<file path="src/track_sup_map.svh">
// register offsets, field positions, reset values and timing counts of the tracking supervisor
`ifndef TRACK_SUP_MAP_SVH
`define TRACK_SUP_MAP_SVH
`define ADDR_CTRL 8'h00
`define ADDR_VOUT_CMD 8'h04
`define ADDR_OV_LIMIT 8'h08
`define ADDR_IRQ_STATUS 8'h0C
`define ADDR_IRQ_MASK 8'h10
`define ADDR_STATE 8'h14
`define ADDR_TARGET 8'h18
`define ADDR_OV_ACTIVE 8'h1C
`define ADDR_TON_DELAY 8'h20
`define ADDR_TON_RISE 8'h24
`define ADDR_TOFF_DELAY 8'h28
`define ADDR_TOFF_FALL 8'h2C
`define CTRL_ENABLE_BIT 0
`define CTRL_SOFTSTOP_BIT 1
`define EVT_CAL_DONE_BIT 0
`define EVT_PG_RISE_BIT 1
`define EVT_PG_FALL_BIT 2
`define EVT_WIDTH 3
`define STRAP_TRACK_MAX_OHM 16'h107C
`define VOUT_DEFAULT_MV 16'h1482
`define MEAS_FLOOR_MV 16'h01C2
`define MEAS_WINDOW_MV 16'h0064
`define BAND_EDGE_0_MV 16'h03DE
`define BAND_EDGE_1_MV 16'h0460
`define BAND_EDGE_2_MV 16'h0500
`define BAND_EDGE_3_MV 16'h05DC
`define BAND_EDGE_4_MV 16'h071C
`define BAND_EDGE_5_MV 16'h08F2
`define BAND_EDGE_6_MV 16'h0C30
`define RECIP_BAND_0 16'h1013
`define RECIP_BAND_1 16'h1223
`define RECIP_BAND_2 16'h14CF
`define RECIP_BAND_3 16'h1867
`define RECIP_BAND_4 16'h1D7F
`define RECIP_BAND_5 16'h2547
`define RECIP_BAND_6 16'h32A3
`define RECIP_BAND_7 16'h4EED
`define RECIP_FRAC_BITS 12
`define OV_TRACK_GAIN 16'h047B
`define OV_NORMAL_GAIN 16'h049A
`define OV_GAIN_FRAC_BITS 10
`define TON_DELAY_MIN 16'h0000
`define TON_RISE_MIN 16'h0000
`define MEAS_INTERVAL_MS 10
`define CLK_RATE_KHZ 40000
`endif

</file>
<file path="src/track_sup_pkg.sv">
// types shared by the tracking supervisor
package track_sup_pkg;
  typedef enum logic [2:0] {ST_INIT, ST_IDLE, ST_QUAL, ST_CAL, ST_GOOD} qual_state_type;
  typedef enum logic [1:0] {OFF_RUN, OFF_DELAY, OFF_FALL, OFF_DONE} stop_state_type;
  typedef struct packed {
    logic [7:0] addr;
    logic [31:0] wrData;
    logic wrStrobe;
    logic rdStrobe;
  } reg_req_type;
  typedef struct packed {
    logic [15:0] voutMv;
    logic [15:0] trackSenseMv;
    logic [15:0] strapOhm;
    logic strapValid;
  } meas_type;
  typedef struct packed {
    logic [15:0] tonDelay;
    logic [15:0] tonRise;
    logic uvFaultEnable;
    logic [15:0] ovLimitMv;
  } prot_type;
endpackage

</file>
<file path="src/output_voltage_tracking_supervisor.sv">
// tracking-mode supervisor: strap capture, feedback band, target, calibration, power good
// Function
// - tracking mode when strap at most 4.22 kilohm
// - regulate to lower of tracked and commanded
// - feedback ratio picked from eight command bands
// - undefined command defaults 5.25 V, lowest ratio
// - feedback ratio fixed at power-up only
// - calibrate after two stable samples 10 ms apart
// - in tracking mode, power good only after calibration completes
// - power good drops on 10 ms check at or below 450 mV
// - tracking over-voltage limit 12% above command
// - host may override tracking over-voltage limit
// - under-voltage detection off in tracking mode
// - tracking forces turn-on delay and rise minimum
// - soft-stop ramp limited by tracking level
// - strap measured once during power-up
// - power good is active-high open drain
`timescale 1ns/10ps
`default_nettype none
`include "track_sup_map.svh"
module output_voltage_tracking_supervisor
#(
  parameter int INTERVAL_CYCLES = `CLK_RATE_KHZ * `MEAS_INTERVAL_MS
)
(
  input wire logic clk_sys,
  input wire logic srst,
  input wire track_sup_pkg::reg_req_type regReq,
  output logic [31:0] rdData,
  input wire track_sup_pkg::meas_type meas,
  input wire logic [15:0] nvmVoutCmdMv,
  input wire logic nvmVoutCmdDefined,
  input wire logic calDone,
  input wire logic normalPowerGood,
  input wire logic powerGoodOutputIn,
  output logic powerGoodOutputOut,
  output logic powerGoodOutputOeN,
  output logic calStart,
  output logic trackMode,
  output logic [2:0] feedbackBand,
  output logic [15:0] regTargetMv,
  output track_sup_pkg::prot_type prot,
  output logic irq
);
  import track_sup_pkg::*;

  localparam logic [31:0] INTERVAL_LAST = 32'(INTERVAL_CYCLES - 1);

  typedef struct packed {
    qual_state_type qual;
    stop_state_type stop;
    logic [31:0] timer;
    logic tick;
    logic trackMode;
    logic [2:0] band;
    logic [15:0] voutCmd;
    logic cmdDefined;
    logic [15:0] ovUser;
    logic ovOverride;
    logic enable;
    logic softStop;
    logic [15:0] tonDelay;
    logic [15:0] tonRise;
    logic [15:0] toffDelay;
    logic [15:0] toffFall;
    logic [15:0] prevMv;
    logic powerGood;
    logic calStart;
    logic [15:0] stopCount;
    logic [15:0] rampMv;
    logic [15:0] target;
    logic [15:0] ovActive;
    logic [`EVT_WIDTH-1:0] status;
    logic [`EVT_WIDTH-1:0] mask;
    logic irq;
    logic [31:0] rdData;
    logic pgSync1;
    logic pgSync2;
  } state_type;

  state_type cur_ff;
  state_type nxt_cur;

  // band index from a command level, highest band for the largest targets
  function automatic logic [2:0] bandOf(input logic [15:0] mv);
    logic [2:0] b;
    b = 3'h7;
    if (mv < `BAND_EDGE_0_MV) b = 3'h0;
    else if (mv < `BAND_EDGE_1_MV) b = 3'h1;
    else if (mv < `BAND_EDGE_2_MV) b = 3'h2;
    else if (mv < `BAND_EDGE_3_MV) b = 3'h3;
    else if (mv < `BAND_EDGE_4_MV) b = 3'h4;
    else if (mv < `BAND_EDGE_5_MV) b = 3'h5;
    else if (mv < `BAND_EDGE_6_MV) b = 3'h6;
    return b;
  endfunction

  // reciprocal of the feedback ratio, fixed point
  function automatic logic [15:0] recipOf(input logic [2:0] b);
    logic [15:0] r;
    case (b)
      3'h0: r = `RECIP_BAND_0;
      3'h1: r = `RECIP_BAND_1;
      3'h2: r = `RECIP_BAND_2;
      3'h3: r = `RECIP_BAND_3;
      3'h4: r = `RECIP_BAND_4;
      3'h5: r = `RECIP_BAND_5;
      3'h6: r = `RECIP_BAND_6;
      default: r = `RECIP_BAND_7;
    endcase
    return r;
  endfunction

  function automatic logic [15:0] minOf(input logic [15:0] a, input logic [15:0] b);
    return (a < b) ? a : b;
  endfunction

  function automatic logic [15:0] sat16(input logic [31:0] v);
    return (v[31:16] != 16'h0000) ? 16'hFFFF : v[15:0];
  endfunction

  logic [31:0] trackProd;
  logic [15:0] trackLevel;
  logic [31:0] ovProd;
  logic [15:0] diffMv;
  logic aboveFloor;
  logic inWindow;
  logic [`EVT_WIDTH-1:0] events;

  always_comb
  begin
    nxt_cur = cur_ff;
    events = '0;
    trackProd = 32'(meas.trackSenseMv) * 32'(recipOf(cur_ff.band));
    trackLevel = sat16(trackProd >> `RECIP_FRAC_BITS);
    ovProd = 32'(cur_ff.voutCmd) * 32'(cur_ff.trackMode ? `OV_TRACK_GAIN : `OV_NORMAL_GAIN);
    diffMv = (meas.voutMv > cur_ff.prevMv) ? (meas.voutMv - cur_ff.prevMv)
                                            : (cur_ff.prevMv - meas.voutMv);
    aboveFloor = meas.voutMv > `MEAS_FLOOR_MV;
    inWindow = diffMv <= `MEAS_WINDOW_MV;
    nxt_cur.pgSync1 = powerGoodOutputIn;
    nxt_cur.pgSync2 = cur_ff.pgSync1;
    nxt_cur.calStart = 1'b0;
    // free-running measurement interval
    nxt_cur.tick = (cur_ff.timer == INTERVAL_LAST);
    nxt_cur.timer = nxt_cur.tick ? 32'h0000_0000 : cur_ff.timer + 32'h0000_0001;
    nxt_cur.ovActive = (cur_ff.trackMode && cur_ff.ovOverride) ? cur_ff.ovUser
                     : sat16(ovProd >> `OV_GAIN_FRAC_BITS);
    // soft-stop sequencing, in measurement intervals
    case (cur_ff.stop)
      OFF_RUN:
      begin
        nxt_cur.rampMv = cur_ff.target;
        if (!cur_ff.enable)
        begin
          nxt_cur.stop = cur_ff.softStop ? OFF_DELAY : OFF_DONE;
          nxt_cur.stopCount = cur_ff.toffDelay;
        end
      end
      OFF_DELAY:
        if (cur_ff.tick)
        begin
          if (cur_ff.stopCount == 16'h0000) nxt_cur.stop = OFF_FALL;
          else nxt_cur.stopCount = cur_ff.stopCount - 16'h0001;
        end
      OFF_FALL:
        if (cur_ff.tick)
        begin
          if (cur_ff.rampMv <= cur_ff.toffFall) nxt_cur.stop = OFF_DONE;
          else nxt_cur.rampMv = cur_ff.rampMv - cur_ff.toffFall;
        end
      default:
        if (cur_ff.enable) nxt_cur.stop = OFF_RUN;
    endcase
    if (cur_ff.enable && cur_ff.stop != OFF_RUN) nxt_cur.stop = OFF_RUN;
    // regulation target
    if (cur_ff.stop == OFF_RUN && cur_ff.enable)
      nxt_cur.target = cur_ff.trackMode ? minOf(trackLevel, cur_ff.voutCmd)
                                        : cur_ff.voutCmd;
    else if (cur_ff.stop == OFF_DELAY || cur_ff.stop == OFF_FALL
             || (cur_ff.stop == OFF_RUN && cur_ff.softStop))
      nxt_cur.target = cur_ff.trackMode ? minOf(minOf(trackLevel, cur_ff.voutCmd),
                                                cur_ff.rampMv)
                                        : cur_ff.rampMv;
    else
      nxt_cur.target = 16'h0000;
    // calibration qualification and power good
    case (cur_ff.qual)
      ST_INIT:
        if (meas.strapValid)
        begin
          nxt_cur.trackMode = meas.strapOhm <= `STRAP_TRACK_MAX_OHM;
          nxt_cur.voutCmd = nvmVoutCmdDefined ? nvmVoutCmdMv : `VOUT_DEFAULT_MV;
          nxt_cur.cmdDefined = nvmVoutCmdDefined;
          nxt_cur.band = nvmVoutCmdDefined ? bandOf(nvmVoutCmdMv) : 3'h7;
          nxt_cur.qual = ST_IDLE;
        end
      ST_IDLE:
        if (cur_ff.trackMode && cur_ff.enable && cur_ff.tick && aboveFloor)
        begin
          nxt_cur.prevMv = meas.voutMv;
          nxt_cur.qual = ST_QUAL;
        end
      ST_QUAL:
        if (cur_ff.tick)
        begin
          if (!aboveFloor) nxt_cur.qual = ST_IDLE;
          else if (inWindow)
          begin
            nxt_cur.calStart = 1'b1;
            nxt_cur.qual = ST_CAL;
          end
          else nxt_cur.prevMv = meas.voutMv;
        end
      ST_CAL:
        if (calDone)
        begin
          nxt_cur.qual = ST_GOOD;
          events[`EVT_CAL_DONE_BIT] = 1'b1;
        end
      ST_GOOD:
        if (cur_ff.tick && !aboveFloor) nxt_cur.qual = ST_IDLE;
      default:
        nxt_cur.qual = ST_IDLE;
    endcase
    if (cur_ff.qual != ST_INIT && (!cur_ff.enable || !cur_ff.trackMode))
      nxt_cur.qual = ST_IDLE;
    nxt_cur.powerGood = cur_ff.trackMode ? (nxt_cur.qual == ST_GOOD)
                                         : (cur_ff.enable && normalPowerGood);
    events[`EVT_PG_RISE_BIT] = nxt_cur.powerGood && !cur_ff.powerGood;
    events[`EVT_PG_FALL_BIT] = !nxt_cur.powerGood && cur_ff.powerGood;
    // register writes; a band change needs a power cycle to take effect
    if (regReq.wrStrobe)
      case (regReq.addr)
        `ADDR_CTRL:
        begin
          nxt_cur.enable = regReq.wrData[`CTRL_ENABLE_BIT];
          nxt_cur.softStop = regReq.wrData[`CTRL_SOFTSTOP_BIT];
        end
        `ADDR_VOUT_CMD:
        begin
          nxt_cur.voutCmd = regReq.wrData[15:0];
          nxt_cur.cmdDefined = 1'b1;
        end
        `ADDR_OV_LIMIT:
        begin
          nxt_cur.ovUser = regReq.wrData[15:0];
          nxt_cur.ovOverride = 1'b1;
        end
        `ADDR_IRQ_MASK: nxt_cur.mask = regReq.wrData[`EVT_WIDTH-1:0];
        `ADDR_TON_DELAY: nxt_cur.tonDelay = regReq.wrData[15:0];
        `ADDR_TON_RISE: nxt_cur.tonRise = regReq.wrData[15:0];
        `ADDR_TOFF_DELAY: nxt_cur.toffDelay = regReq.wrData[15:0];
        `ADDR_TOFF_FALL: nxt_cur.toffFall = regReq.wrData[15:0];
        default: ;
      endcase
    // sticky events: a new event wins over a write-one clear
    if (regReq.wrStrobe && regReq.addr == `ADDR_IRQ_STATUS)
      nxt_cur.status = (cur_ff.status & ~regReq.wrData[`EVT_WIDTH-1:0]) | events;
    else
      nxt_cur.status = cur_ff.status | events;
    nxt_cur.irq = |(nxt_cur.status & nxt_cur.mask);
    nxt_cur.rdData = 32'h0000_0000;
    if (regReq.rdStrobe)
      case (regReq.addr)
        `ADDR_CTRL: nxt_cur.rdData = {30'h0, cur_ff.softStop, cur_ff.enable};
        `ADDR_VOUT_CMD: nxt_cur.rdData = {15'h0, cur_ff.cmdDefined, cur_ff.voutCmd};
        `ADDR_OV_LIMIT: nxt_cur.rdData = {15'h0, cur_ff.ovOverride, cur_ff.ovUser};
        `ADDR_IRQ_STATUS: nxt_cur.rdData = {29'h0, cur_ff.status};
        `ADDR_IRQ_MASK: nxt_cur.rdData = {29'h0, cur_ff.mask};
        `ADDR_STATE: nxt_cur.rdData = {20'h0, cur_ff.pgSync2, cur_ff.powerGood,
                                       cur_ff.stop, 1'b0, cur_ff.qual,
                                       cur_ff.band, cur_ff.trackMode};
        `ADDR_TARGET: nxt_cur.rdData = {16'h0, cur_ff.target};
        `ADDR_OV_ACTIVE: nxt_cur.rdData = {16'h0, cur_ff.ovActive};
        `ADDR_TON_DELAY: nxt_cur.rdData = {16'h0, cur_ff.tonDelay};
        `ADDR_TON_RISE: nxt_cur.rdData = {16'h0, cur_ff.tonRise};
        `ADDR_TOFF_DELAY: nxt_cur.rdData = {16'h0, cur_ff.toffDelay};
        `ADDR_TOFF_FALL: nxt_cur.rdData = {16'h0, cur_ff.toffFall};
        default: nxt_cur.rdData = 32'h0000_0000;
      endcase
  end

  always_ff @(posedge clk_sys)
  begin
    if (srst)
    begin
      cur_ff <= '0;
      cur_ff.qual <= ST_INIT;
      cur_ff.stop <= OFF_DONE;
      cur_ff.band <= 3'h7;
      cur_ff.voutCmd <= `VOUT_DEFAULT_MV;
    end
    else
      cur_ff <= nxt_cur;
  end

  // protection and start-up parameters seen by the power stage
  prot_type nxt_prot;
  prot_type prot_ff;
  always_comb
  begin
    nxt_prot.ovLimitMv = cur_ff.ovActive;
    nxt_prot.uvFaultEnable = !cur_ff.trackMode;
    nxt_prot.tonDelay = cur_ff.trackMode ? `TON_DELAY_MIN : cur_ff.tonDelay;
    nxt_prot.tonRise = cur_ff.trackMode ? `TON_RISE_MIN : cur_ff.tonRise;
  end

  always_ff @(posedge clk_sys)
  begin
    if (srst)
      prot_ff <= '0;
    else
      prot_ff <= nxt_prot;
  end

  assign prot = prot_ff;
  assign rdData = cur_ff.rdData;
  // open drain: pin pulled low (enable low) unless power is good
  assign powerGoodOutputOut = 1'b0;
  assign powerGoodOutputOeN = cur_ff.powerGood;
  assign calStart = cur_ff.calStart;
  assign trackMode = cur_ff.trackMode;
  assign feedbackBand = cur_ff.band;
  assign regTargetMv = cur_ff.target;
  assign irq = cur_ff.irq;
endmodule
`default_nettype wire

</file>
<file path="config.mk">
export PLATFORM = sky130hd
export DESIGN_NAME = output_voltage_tracking_supervisor
export DESIGN_NICKNAME = d
export VERILOG_FILES = /design/src/track_sup_pkg.sv /design/src/output_voltage_tracking_supervisor.sv
export VERILOG_INCLUDE_DIRS = /design/src /design/src/src
export SDC_FILE = /design/constraint.sdc
export NUM_CORES = 2
export LEC_CHECK = 0
export CAP_MARGIN = 15
export CORE_AREA = 2 2 158 277
export DETAILED_ROUTE_END_ITERATION = 10
export DIE_AREA = 0 0 160 279
export DONT_BUFFER_PORTS = 1
export GPL_TIMING_DRIVEN = 0
export MAX_ROUTING_LAYER = met4
export PLACE_DENSITY_LB_ADDON = 0.1
export SYNTH_ARGS = -nofsm -noshare
export SYNTH_HDL_FRONTEND = slang
export SYNTH_SLANG_ARGS = --single-unit
</file>
<file path="constraint.sdc">
create_clock -name clk_sys -period 36.5 [get_ports clk_sys]
set_clock_uncertainty 0.05 [all_clocks]
set_input_delay 1.825 -clock clk_sys [delete_from_list [all_inputs] [get_ports clk_sys]]
set_output_delay 1.825 -clock clk_sys [all_outputs]
set_load 0.02 [all_outputs]
</file>
==> results_dict.tcl <==
set metrics [dict create \
    status "completed" \
    finalCriticalPeriod_ps 14700 \
    hold_viol 0 \
    crit_buf_inv 10 \
    grt_pass1_vias 26200 \
    place_area_sq_um 28100 \
    initial_core_util_pct 64.5 \
    rsz0062_at_grt "no" \
    fin_area_sq_um 29100 \
    drc 0 \
    cpPeakStageDelay_ps 860 \
    worstPathArrival_ps 15080 \
    gr-total-overflow 0 \
    holdCritPathClass "register to register" \
    setup_ws_ps 21800 \
    peakVddDrop_mv 0.0943 \
    drive_gt1_share_pct 4.56 \
    wirelength_um 98600 \
    leakage_nw 12.8 \
    final_util_pct 68.8 \
    crit_top_cell "fa_1" \
    cp-end-kind "register" \
    ys_seq_elements 299 \
    maxCapViolations 0 \
    cts_setup_buffers 0 \
    synthesis.area_sq_um 27300 \
    dieArea_sq_um 44600 \
    hold_buffers 0 \
    grt_usage_pct 45.7 \
    via_count 24600 \
    ys_seq_area_share_pct 21.9 \
    antenna_found_initial 3 \
    crit_fanout 10 \
    tns_ps 0 \
    path_clk_slew_ps 80 \
    vias_per_cell 6.37 \
    synth-main-ff-cell "dfxtp_1" \
    cts_resized 0 \
    place_inst 3799 \
    yosysWarnings 0 \
    crit_required_ps 36890 \
    cts_tree "done" \
    cts-buffers-inserted 29 \
    pre_cts_slack_ps 21900 \
    finalCritPeriodShare_pct 40.3 \
    grt_max_degree 18 \
    setup_viol 0 \
    areaGrowthSynthToFinish_pct 6.55 \
    fmax_mhz 68.0 \
    slowest_stage "a2111oi_2" \
    ys_types 90 \
    gp_congestion 1.09 \
    power_mw 2.13 \
    numPortBuffers 0 \
    pin_count 218 \
    grt_pass1_wl_um 150000 \
    wl_per_cell_um 25.6 \
    tightest_slew_ps 1230 \
    postRouteAntennaNets 0 \
    drv_slew 0 \
    synth_cells 3223 \
    worstSetupPathType "register to register" \
    num_rows 100 \
    clkSinkCount 299 \
    whs_ps 390 \
    relSlewSlack_pct 17.8 \
    synthArstFlopShare_pct 0 \
    htreeDepth 1 \
    die_w_um 160 \
    p_per_area_nw_per_um2 73.2 \
    cp_top_family "compound AO/OA/AOI/OAI gates" \
    clk_latency_ps 610 \
    ctsLongestPathBuffers 3 \
    place_hpwl_um 79200 \
    cp-start-kind "register" \
    die_h_um 279 \
    coreArea_sq_um 42300 \
    synth_area_per_cell_sq_um 8.47 \
    final_cells 3855 \
    drtIter0Drc 2130 \
    cts-root-buf "clkbuf_16" \
    nets 3903 \
    firstDrtPassIters 9 \
    synth-edff-count 0 \
]
layout by cell type (no fill, tap or decap), types with 20 or more instances in the layout:
| cell type | synthesis | routed |
|---|---|---|
| fa_1 | 245 | 245 |
| mux2i_1 | 39 | 39 |
| clkbuf_1 | 148 | 148 |
| nor3_1 | 37 | 37 |
| xnor2_1 | 38 | 38 |
| a311oi_1 | 33 | 33 |
| xor2_1 | 34 | 34 |
| nor2b_1 | 42 | 42 |
| nand2_1 | 409 | 409 |
| a21oi_1 | 193 | 193 |
| nor2_1 | 182 | 182 |
| buf_4 | 58 | 58 |
| a22oi_1 | 51 | 51 |
| a211oi_1 | 30 | 30 |
| and2_1 | 124 | 124 |
| nand2b_1 | 65 | 65 |
| ha_1 | 276 | 276 |
| nand3_1 | 57 | 57 |
| a21o_1 | 47 | 47 |
| inv_1 | 407 | 407 |
| nand4_1 | 20 | 20 |
| a31oi_1 | 22 | 22 |
| o21ai_0 | 69 | 69 |
| dfxtp_1 | 299 | 299 |
| clkbuf_16 | 0 | 29 |
flip-flops by register name (all words and copies together), names as in the netlist:
signal,count
calStart,1
prot,49
cur_ff,210
powerGoodOutputOeN,1
rdData,17
trackMode,1
irq,1
feedbackBand,3
regTargetMv,16
worst register-to-register path: cells and delay by family, from the launching register on:
family                   cells  cell delay, ps
buffers and inverters       10            2760
AND/OR/NAND/NOR             12            2260
flip-flops                   1             600
AO/OA/AOI/OAI               17            4790
adder cells (fa/ha/maj)      9            4060
final timing paths:
check,start,endpoint,depth (start not counted),slack (ps)
min,cur_ff[1],cur_ff[0],1,390
max reg2reg,feedbackBand[2],regTargetMv[4],48,21800
max,feedbackBand[2],regTargetMv[4],48,21800
min reg2reg,cur_ff[1],cur_ff[0],1,390
power by group:
group          total [mW]  switching [mW]  internal [mW]  leakage [nW]
clock               0.328           0.155          0.173         0.485
sequential          0.359          0.0221          0.337          2.42
combinational        1.44           0.899          0.543          9.93
cell type report:
cell class              instances  area (sq um)
inverters                     407          1530
clock buffers                  29           726
plain buffers                 217          1060
multi-input cells            2315         18800
well taps                     561           702
flip-flops and latches        299          5990
fillers                      3490         13200
clock inverters                25           294
diodes                          2          5.00
synth_stat cells (7+ instances only):
cell | n | area (sq um)
nand2_1 | 409 | 1540
inv_1 | 407 | 1530
dfxtp_1 | 299 | 5990
ha_1 | 276 | 3450
fa_1 | 245 | 4900
a21oi_1 | 193 | 966
nor2_1 | 182 | 683
clkbuf_1 | 148 | 556
and2_1 | 124 | 776
o21ai_0 | 69 | 345
nand2b_1 | 65 | 407
buf_4 | 58 | 435
nand3_1 | 57 | 285
a22oi_1 | 51 | 383
a21o_1 | 47 | 353
nor2b_1 | 42 | 263
mux2i_1 | 39 | 390
xnor2_1 | 38 | 333
nor3_1 | 37 | 185
xor2_1 | 34 | 298
a311oi_1 | 33 | 289
a211oi_1 | 30 | 225
a31oi_1 | 22 | 138
nand4_1 | 20 | 125
and3_1 | 19 | 119
or3_1 | 17 | 106
o22a_1 | 16 | 140
nor4_1 | 15 | 93.8
a221oi_1 | 12 | 105
o22ai_1 | 12 | 75.1
o31ai_1 | 11 | 82.6
a22o_1 | 10 | 87.6
a211o_1 | 9 | 78.8
a221o_1 | 9 | 90.1
a222oi_1 | 9 | 90.1
o221ai_1 | 9 | 78.8
or4_1 | 9 | 67.6
o21bai_1 | 8 | 60.1
nand3b_1 | 7 | 52.6
layer usage:
| metal | track usage, % | routed length, um | part of all wire [%] |
|---|---|---|---|
| met3 | 9.09 | 7290 | 7.4 |
| met1 | 41.2 | 30100 | 31 |
| met5 | - | 0 | 0 |
| met4 | 47.3 | 13300 | 14 |
| met2 | 77.4 | 47900 | 49 |
cells by family after synthesis:
kind of cell / Yosys count / share of synthesized area (%)
fa+ha+maj: 521 / 30.6
mux: 45 / 1.68
simple gates: 1038 / 18.4
flops: 299 / 21.9
compound gates: 622 / 15.6
xor+xnor: 72 / 2.31
buf+inv: 624 / 9.47
other cells: 2 / 0.0275
Note: power is estimated with default switching activity, not from simulation.
